File: src/rtl/bit_op_pkg.sv
package bit_op_pkg;

	// Width of one instruction word and of its fields.
	localparam int INSTR_W  = 14;
	localparam int OPCODE_W = 4;
	localparam int ADDR_W   = 7;
	localparam int BITSEL_W = 3;
	localparam int DATA_W   = 8;

	// Field positions inside the instruction word.
	localparam int ADDR_LSB   = 0;
	localparam int BITSEL_LSB = 7;
	localparam int OPCODE_LSB = 10;

	// Upper four bits of the word select the bit-oriented operation.
	localparam logic [OPCODE_W-1:0] OPC_CLEAR = 4'h4;
	localparam logic [OPCODE_W-1:0] OPC_SET   = 4'h5;
	localparam logic [OPCODE_W-1:0] OPC_TEST  = 4'h6;

	// Reset values of the datapath registers.
	localparam logic [ADDR_W-1:0]   ADDR_RST   = 7'h00;
	localparam logic [BITSEL_W-1:0] BITSEL_RST = 3'h0;
	localparam logic [DATA_W-1:0]   DATA_RST   = 8'h00;

	// Single set bit that is shifted to form a bit mask.
	localparam logic [DATA_W-1:0] BIT_ONE = 8'h01;

	// Quarter phases of one instruction cycle, Gray coded along the ring.
	typedef enum logic [1:0]
	{
		q1 = 2'h0,
		q2 = 2'h1,
		q3 = 2'h3,
		q4 = 2'h2
	} phase_t;

	// Operation held for the current instruction cycle.
	typedef enum logic [2:0]
	{
		op_none                  = 3'h0,
		clear_bit_op             = 3'h1,
		set_bit_op               = 3'h2,
		test_bit_skip_if_zero_op = 3'h3,
		idle_slot                = 3'h4
	} op_t;

	// Instruction word split into its fields.
	typedef struct packed
	{
		logic [OPCODE_W-1:0] opcode;
		logic [BITSEL_W-1:0] bitsel;
		logic [ADDR_W-1:0]   addr;
	} instr_fields_t;

endpackage

File: src/rtl/bit_modify.sv
`timescale 1ns/1ps

// Combinational bit operator: clears, sets or tests one selected bit.
module bit_modify
	import bit_op_pkg::*;
#(
	parameter int WIDTH = DATA_W
)
(
	// Operand and selection.
	input  wire logic [WIDTH-1:0]    data,
	input  wire logic [BITSEL_W-1:0] bitsel,
	input  wire op_t                 op,
	// Results.
	output logic      [WIDTH-1:0]    result,
	output logic                     tested_bit
);

	// The selector must be able to reach every bit and no more, so a wrong width is refused at elaboration.
	if (WIDTH != (1 << BITSEL_W))
	begin : g_width_check
		$error("bit_modify: WIDTH must equal two to the power of BITSEL_W.");
	end

	logic [WIDTH-1:0] mask;  // One-hot mask of the selected bit.

	// Only the selected bit changes; all others pass straight through.
	always_comb
	begin
		mask       = WIDTH'(BIT_ONE) << bitsel;
		tested_bit = data[bitsel];
		case (op)
			clear_bit_op: result = data & ~mask;
			set_bit_op:   result = data | mask;
			default:      result = data;
		endcase
	end

endmodule

File: src/rtl/bit_op_instruction_unit.sv
`timescale 1ns/1ps

module bit_op_instruction_unit
	import bit_op_pkg::*;
(
	// Clock and synchronous active-low reset.
	input  wire logic                clk,
	input  wire logic                resetn,
	// Instruction stream, sampled in the first quarter.
	input  wire instr_fields_t       instr,
	input  wire logic                instr_valid,
	// Register file read side.
	output logic      [ADDR_W-1:0]   rf_addr,
	output logic                     rf_re,
	input  wire logic [DATA_W-1:0]   rf_rdata,
	// Register file write side.
	output logic                     rf_we,
	output logic      [DATA_W-1:0]   rf_wdata,
	// Status register write strobe for the flags.
	output logic                     status_we,
	// Sequencing observation.
	output phase_t                   phase,
	output logic                     instr_taken,
	output logic                     slot_discarded,
	output logic                     skip_pending
);

	op_t                 op;            // Operation of the running cycle.
	logic [BITSEL_W-1:0] bitsel;        // Selected bit of the running cycle.
	logic [DATA_W-1:0]   data;          // Register value read in the second quarter.
	phase_t              next_phase;    // Next quarter phase.
	op_t                 next_op;       // Next operation.
	logic [ADDR_W-1:0]   next_addr;     // Next register address.
	logic [BITSEL_W-1:0] next_bitsel;   // Next bit selector.
	logic [DATA_W-1:0]   next_data;     // Next read data.
	logic [DATA_W-1:0]   next_wdata;    // Next write data.
	logic                next_skip;     // Next skip request.
	logic [DATA_W-1:0]   modified;      // Read data after the bit operation.
	logic                tested_bit;    // Value of the selected bit.
	logic                is_bit_op;     // The running cycle touches the register file.
	logic                is_write_op;   // The running cycle writes the register back.

	// Shared bit operator for clear, set and test.
	bit_modify #(
		.WIDTH      (DATA_W)
	) u_bit_modify (
		.data       (data),
		.bitsel     (bitsel),
		.op         (op),
		.result     (modified),
		.tested_bit (tested_bit)
	);

	// Classify the operation held for this cycle.
	always_comb
	begin
		is_write_op = (op == clear_bit_op) || (op == set_bit_op);
		is_bit_op   = is_write_op || (op == test_bit_skip_if_zero_op);
	end

	// Next-state logic of the quarter sequencer and datapath.
	always_comb
	begin
		next_phase  = phase;
		next_op     = op;
		next_addr   = rf_addr;
		next_bitsel = bitsel;
		next_data   = data;
		next_wdata  = rf_wdata;
		next_skip   = skip_pending;
		case (phase)
			q1:
			begin
				// Decode quarter; a pending skip replaces the fetched word.
				next_phase = q2;
				if (skip_pending)
				begin
					next_op   = idle_slot;
					next_skip = 1'b0;
				end
				else if (instr_valid)
				begin
					next_addr   = instr.addr;
					next_bitsel = instr.bitsel;
					case (instr.opcode)
						OPC_CLEAR: next_op = clear_bit_op;
						OPC_SET:   next_op = set_bit_op;
						OPC_TEST:  next_op = test_bit_skip_if_zero_op;
						default:   next_op = op_none;
					endcase
				end
				else
				begin
					next_op = op_none;
				end
			end
			q2:
			begin
				// Read quarter; the register file answers in the same cycle.
				next_phase = q3;
				if (is_bit_op)
					next_data = rf_rdata;
			end
			q3:
			begin
				// Modify quarter; a zero test bit arms the skip.
				next_phase = q4;
				next_wdata = modified;
				if ((op == test_bit_skip_if_zero_op) && !tested_bit)
					next_skip = 1'b1;
			end
			q4:
			begin
				// Write quarter; the test instruction writes nothing here.
				next_phase = q1;
			end
			default:
			begin
				next_phase = q1;
			end
		endcase
	end

	// Register the sequencer and datapath state.
	always_ff @(posedge clk)
	begin
		if (!resetn)
		begin
			phase        <= q1;
			op           <= op_none;
			rf_addr      <= ADDR_RST;
			bitsel       <= BITSEL_RST;
			data         <= DATA_RST;
			rf_wdata     <= DATA_RST;
			skip_pending <= 1'b0;
		end
		else
		begin
			phase        <= next_phase;
			op           <= next_op;
			rf_addr      <= next_addr;
			bitsel       <= next_bitsel;
			data         <= next_data;
			rf_wdata     <= next_wdata;
			skip_pending <= next_skip;
		end
	end

	// Strobes other than status_we are decoded from the phase so they last exactly one quarter.
	always_comb
	begin
		instr_taken    = (phase == q1) && instr_valid && !skip_pending;
		rf_re          = (phase == q2) && is_bit_op;
		rf_we          = (phase == q4) && is_write_op;
		slot_discarded = (phase == q4) && (op == idle_slot);
		// Flags stay as they were; the strobe is kept so a wider core can merge it.
		status_we      = 1'b0;
	end

	// Clear writes back the read value with only the selected bit dropped.
	a_clear_bit_only: assert property (@(posedge clk) disable iff (!resetn)
		(rf_we && op == clear_bit_op) |-> (rf_wdata == (data & ~(BIT_ONE << bitsel))))
		else $error("Clear wrote a wrong value.");

	// Set writes back the read value with only the selected bit raised.
	a_set_bit_only: assert property (@(posedge clk) disable iff (!resetn)
		(rf_we && op == set_bit_op) |-> (rf_wdata == (data | (BIT_ONE << bitsel))))
		else $error("Set wrote a wrong value.");

	// A zero test bit turns the following cycle into a discarded idle slot.
	a_skip_on_zero: assert property (@(posedge clk) disable iff (!resetn)
		(phase == q3 && op == test_bit_skip_if_zero_op && !data[bitsel])
		|-> ##3 (op == idle_slot) ##2 slot_discarded)
		else $error("Zero test bit did not discard the next instruction.");

	// A one test bit leaves the following instruction alone.
	a_no_skip_on_one: assert property (@(posedge clk) disable iff (!resetn)
		(phase == q3 && op == test_bit_skip_if_zero_op && data[bitsel])
		|-> ##3 (op != idle_slot))
		else $error("One test bit discarded the next instruction.");

	// Address and selector come from the decoded word.
	a_fields_taken: assert property (@(posedge clk) disable iff (!resetn)
		instr_taken |=> (rf_addr == $past(instr.addr) && bitsel == $past(instr.bitsel)))
		else $error("Address or bit selector not taken from the word.");

	// Quarters follow one another in ring order.
	a_quarter_ring: assert property (@(posedge clk) disable iff (!resetn)
		(phase == q1) |=> (phase == q2) ##1 (phase == q3) ##1 (phase == q4) ##1 (phase == q1))
		else $error("Quarter phases out of order.");

	// A read of a clear or set is followed two quarters later by its write.
	a_read_then_write: assert property (@(posedge clk) disable iff (!resetn)
		(rf_re && is_write_op) |-> (phase == q2) ##2 (rf_we && phase == q4))
		else $error("Read-modify-write did not finish in one cycle.");

	// The flags strobe never fires.
	a_flags_untouched: assert property (@(posedge clk) disable iff (!resetn)
		!status_we)
		else $error("Status flags written by a bit instruction.");

	// A word offered while a skip is pending is eaten, never taken.
	a_skip_eats_word: assert property (@(posedge clk) disable iff (!resetn)
		(phase == q1 && skip_pending) |-> !instr_taken)
		else $error("Word taken although a skip was pending.");

	// The test instruction only reads; its fourth quarter leaves the register alone.
	a_test_no_write: assert property (@(posedge clk) disable iff (!resetn)
		(phase == q4 && op == test_bit_skip_if_zero_op) |-> !rf_we)
		else $error("Test instruction wrote the register file.");

	// Write-back only ever happens in the fourth quarter.
	a_write_in_q4: assert property (@(posedge clk) disable iff (!resetn)
		rf_we |-> (phase == q4))
		else $error("Register write outside the fourth quarter.");

endmodule

File: config.mk
export PLATFORM = sky130hd
export DESIGN_NAME = bit_op_instruction_unit
export DESIGN_NICKNAME = d
export VERILOG_FILES = /design/src/rtl/bit_op_pkg.sv /design/src/rtl/bit_modify.sv /design/src/rtl/bit_op_instruction_unit.sv
export SDC_FILE = /design/constraint.sdc
export NUM_CORES = 1
export LEC_CHECK = 0
export BUFFER_PORTS_ARGS = -buffer_cell sky130_fd_sc_hd__buf_2
export CAP_MARGIN = 20
export CORE_UTILIZATION = 53
export CTS_CLUSTER_SIZE = 10
export DETAILED_ROUTE_END_ITERATION = 8
export GPL_TIMING_DRIVEN = 0
export PLACE_DENSITY = 0.83
export RECOVER_POWER = 25
export SETUP_SLACK_MARGIN = 0.4
export SLEW_MARGIN = 20
export SYNTH_ARGS = -nofsm -noshare
export SYNTH_HDL_FRONTEND = slang
export SYNTH_SLANG_ARGS = --single-unit
File: constraint.sdc
create_clock -name clk -period 2.8 [get_ports clk]
set_clock_uncertainty 0.2 [all_clocks]
set_input_delay 0 -clock clk [delete_from_list [all_inputs] [get_ports clk]]
set_output_delay 0 -clock clk [all_outputs]
set_load 0.01 [all_outputs]
# [Yosys cells after proc, flatten, opt, wreduce, memory -nomap -nowiden]
# Cells that the tools add are included.
[classes] order_cmp=1 n_eq_ne=11 n_shift=1 n_mux=9 bitwise=4 reduce_logical=15
[op_table] cell="case mux 8 bit (2 select lines)" count=1
[op_table] cell="== test 4 x 3 -> 1 bit, second input constant" count=3
[op_table] cell="AND 8 bit" count=1
[op_table] cell="NOT 8 bit" count=1
[op_table] cell="OR 8 bit" count=1
[op_table] cell="case mux 2 bit (4 select lines)" count=1
[op_table] cell="<< shifter 1 x 3 -> 8 bit, first input constant" count=1
[op_table] cell="== test 3 x 2 -> 1 bit, second input constant" count=2
[op_table] cell="logical AND 1 bit" count=6
[op_table] cell="two-way mux 3 bit" count=2
[op_table] cell="case mux 2 bit (3 select lines)" count=1
[op_table] cell="== test 2 bit, second input constant" count=2
[op_table] cell="less-than comparator 3 x 4 -> 1 bit, second input constant" count=1
[op_table] cell="AND reduction 2 bit" count=2
[op_table] cell="binary-select mux 1 bit (select 3 bit)" count=1
[op_table] cell="== test 3 x 1 -> 1 bit, second input constant" count=1
[op_table] cell="== test 3 bit, second input constant" count=1
[op_table] cell="AND reduction 3 bit" count=1
[op_table] cell="== test 2 x 1 -> 1 bit, second input constant" count=1
[op_table] cell="logical NOT 1 bit" count=2
[op_table] cell="logical NOT 2 bit" count=1
[op_table] cell="logical OR 1 bit" count=2
[op_table] cell="two-way mux 1 bit" count=2
[op_table] cell="inequality test 2 bit, second input constant" count=1
[op_table] cell="other kinds (3)" count=3
[totals] regBits=32 in_bits=25 output_inout_bits=23 wordCells=48

# [Depth between registers and ports, before layout]
[depth] word_depth=6 ltp_mapped=5 mapped_depth_nobuf=4

# [Modules after synthesis]
# From an unflattened synthesis, not the netlist that was laid out.
[unflattened] cells_unflattened=189 area_unflattened_um2=1537.7
[by_module_without_submodules] module="bit_op_instruction_unit" n_inst=1 cells_each=148 area_each_um2=1239.9
[by_module_without_submodules] module="bit_modify" n_inst=1 cells_each=41 area_each_um2=297.8

# [Worst setup path after synthesis]
# No wires, ideal clock.
[synth_path] kind="register to register" from="reg skip_pending" to="reg op[0]" arrival_time_ps=1470 required_time_ps=2530 slack_ps=1060 path_stages_with_launch=4 period_less_slack_ps=1740 path_cell_list="dfxtp_1 or4b_4 or4b_1 a21boi_1"
[synth_between] elab_chain_len=1
[synth_lines] element="start: declaration" line="bit_op_instruction_unit.sv:25" rtl="output logic skip_pending"
[synth_lines] element="start signal: assignment" line="bit_op_instruction_unit.sv:145" rtl="skip_pending <= next_skip;"
[synth_lines] element="two-way mux 3 bit" line="bit_op_instruction_unit.sv:76" rtl="if (skip_pending)"
[synth_lines] element="end signal: assignment" line="bit_op_instruction_unit.sv:130" rtl="op <= op_none;"
[synth_lines] element="end signal: assignment" line="bit_op_instruction_unit.sv:140" rtl="op <= next_op;"
[synth_lines] element="end: declaration" line="bit_op_instruction_unit.sv:28" rtl="op_t op;"
# Every way passes these cells.
# A chain may end at the register's enable or synchronous reset.

# [Final worst setup path]
[layout_path] from="reg skip_pending" to="reg rf_addr[4]"
[layout_between] elab_chain_len=2
[layout_lines] element="NOT 1 bit (no source line)"
[layout_lines] element="AND reduction 3 bit (no source line)"
[layout_lines] element="end signal: assignment" line="bit_op_instruction_unit.sv:141" rtl="rf_addr <= next_addr;"
[layout_lines] element="end: declaration" line="bit_op_instruction_unit.sv:13" rtl="output logic [ADDR_W-1:0] rf_addr,"
# Every way passes these cells.

==> impl_metrics.env <==
export IMPL_firstDrtPassIters=4
export IMPL_ios=48
export IMPL_dieArea_um2=3060
export IMPL_syn2layout_area_growth_pct=40.4
export IMPL_path_class="reg -> reg"
export IMPL_hold_path_class="in -> reg"
export IMPL_finish_utilization=0.817
export IMPL_dp_slack_ns=0.954
export IMPL_ir_drop_mv=0.418
export IMPL_vias=1672
export IMPL_numClockSinks=32
export IMPL_synth_area_leaders="dfxtp_1, a21boi_0, o21ai_0"
export IMPL_die_height_um=55.3
export IMPL_yosysWarnings=0
export IMPL_worst_path_max_fanout=10
export IMPL_rsz0062_at_grt="false"
export IMPL_insertion_delay_ns=0.34
export IMPL_hold_viol=0
export IMPL_drt_iter0_drc=62
export IMPL_core_um2=2590
export IMPL_clk_pin_slew_ns=0.09
export IMPL_regToRegSetupSlack_ns=0.48
export IMPL_routed_via_density=5.73
export IMPL_ys_seq_area_frac=0.425
export IMPL_regToRegStartpoint="skip_pending"
export IMPL_synth_most_common_cell="dfxtp_1"
export IMPL_synth_ff_type="dfxtp_1"
export IMPL_critical_path_max_stage_delay_ns=0.57
export IMPL_fin_hold_ws_ns=0.256
export IMPL_hold_start="instr[0]"
export IMPL_yosys_register_bits=32
export IMPL_hold_depth=4
export IMPL_slew_viol_final=0
export IMPL_syn_cell_area_um2=1510
export IMPL_dpl_hpwl_mm=2.73
export IMPL_r2r_end="rf_addr[4]"
export IMPL_fin_area_um2=2120
export IMPL_rr_worst_depth=6
export IMPL_nNetsFinal=287
export IMPL_tightest_slew_ns=0.651
export IMPL_place_gp_congestion=0.843
export IMPL_async_flop_share=0
export IMPL_synth_commonest_cells="dfxtp_1, o21ai_0, nand2_1"
export IMPL_relSlewSlack=0.560
export IMPL_initial_core_util=0.582
export IMPL_synthCells=180
export IMPL_fin_setup_tns_ns=0
export IMPL_antenna_found_initial=0
export IMPL_finalCriticalPeriod_ns=2.32
export IMPL_grt_pass1_vias=1722
export IMPL_grtUsageTotal=0.313
export IMPL_slowest_stage="dlygate4sd3_1"
export IMPL_synth_top_area_cell="dfxtp_1"
export IMPL_fmax_ghz=0.431
export IMPL_ys_types=34
export IMPL_end_kind="flip-flop"
export IMPL_setup_violations=0
export IMPL_antenna_cells=0
export IMPL_worst_slack_ns=0.482
export IMPL_drc=0
export IMPL_postPlaceCellArea_um2=1770
export IMPL_crit_chain="or4b_4, inv_1, buf_2, nand2_1, a21boi_0, dlygate4sd3_1"
export IMPL_status="completed"
export IMPL_grt_max_degree=11
export IMPL_synth_edf_count=0
export IMPL_synth_avg_cell_area_um2=8.37
export IMPL_powerDensity_nw_per_um2=435
export IMPL_drt_wl_total_mm=4.51
export IMPL_clk_path_buf_depth=2
export IMPL_crit_arrival_ns=2.40
export IMPL_yosysTopAreaCellShare=0.425
export IMPL_row_count=18
export IMPL_routedWlPerCell_um=15.4
export IMPL_grt_pass1_wl_mm=7.54
export IMPL_max_cap_violations=0
export IMPL_grt_overflow=0
export IMPL_drive_above_1_share=0.187
export IMPL_io_buffer_count=46
export IMPL_htreeDepth=2
export IMPL_finalCritPeriodShare=0.828
export IMPL_ant_nets=0
export IMPL_cts_made_buffers=5
export IMPL_critPathLaunchType="flip-flop"
export IMPL_whs_endpoint="rf_addr[0]"
export IMPL_dieWidth_um=55.3
export IMPL_leakage_nw=0.813
export IMPL_root_buffer="clkbuf_4"
export IMPL_synth_fp_nets=205
export IMPL_cts_tree="yes"
export IMPL_crit_required_ns=2.88
export IMPL_cts_setup_buffers=0
[worst max-delay path: cells and delay by family (launching register included)]
family / cells / cell delay, ns
and+or+nand+nor: 2 / 0.63
DFF: 1 / 0.34
buffers and inverters: 3 / 0.92
AOI/OAI and AO/OA: 1 / 0.17
[layout by cell type, fill, tap and decap left out, types with 3 or more instances in the layout]
cell type,count
buf_2,34
dfxtp_1,30
dlygate4sd3_1,29
clkbuf_1,25
o21ai_0,25
nand2_1,24
a21boi_0,20
a21oi_1,14
nand3_1,8
nor2_1,5
clkbuf_4,5
mux2i_1,4
buf_1,3
nor2b_1,3
[area by class of cell]
cell class / instances / area [µm²]
buffer: 17 / 68.8
multi-input combinational: 130 / 793
sequential: 32 / 643
inverter: 1 / 3.75
fill: 173 / 474
timing repair buffer: 75 / 504
tap: 30 / 37.5
clock buffer: 7 / 65.1
[registers in the layout (all words and copies together) (netlist names)]
| signal | count |
|---|---|
| bitsel | 3 |
| phase | 2 |
| rf_addr | 7 |
| skip_pending | 1 |
| op | 3 |
| rf_wdata | 8 |
| data | 8 |
[stage by stage]
stage / std cells / power (mW)
final: 292 / 0.921
after detailed placement: 256 / 0.603
after global routing: 292 / 0.965
after floorplan: 180 / 0.557
after global placement: 256 / 0.598
after CTS: 291 / 0.917
[where the power goes]
part / leakage [nW] / switching (mW) / internal [mW]
combinational: 0.514 / 0.0742 / 0.0727
sequential: 0.261 / 0.0103 / 0.471
clock: 0.0374 / 0.150 / 0.142
[routing by layer]
layer	part of all wire	global-route usage
met1	0.41	0.343
met3	0.069	0.0960
met2	0.51	0.566
met5	0	0
met4	0.012	0.111
[repair_timing]
action	CTS	global route
hold endpoints to repair	28	1
setup endpoints to repair	0	3
hold buffers	28	2
gates resized for setup	0	2
[worst max-delay path by stage]
stage,from,to,slack (ns),cells past startpoint
3_5_place_dp,op[2],data[4],0.95,5
5_1_grt,skip_pending,bitsel[2],0.41,6
6_report,skip_pending,rf_addr[4],0.48,6
4_1_cts,skip_pending,op[0],0.47,4
3_3_place_gp,op[0],rf_wdata[0],1.01,4
2_1_floorplan,skip_pending,op[0],1.06,3
[logic make-up (layout without fill, tap and decap cells)]
kind of cell              count (synthesis)  after routing  share of synthesized area
xor gates and xnor gates                  2              2                     0.0116
muxes                                     5              5                     0.0415
and+or+nand+nor                          57             57                      0.213
DFF                                      32             32                      0.425
buffers and inverters                    18            100                     0.0482
other                                     1              1                    0.00249
AOI/OAI and AO/OA                        65             65                      0.258
Note: power is estimated with default switching activity, not from simulation.
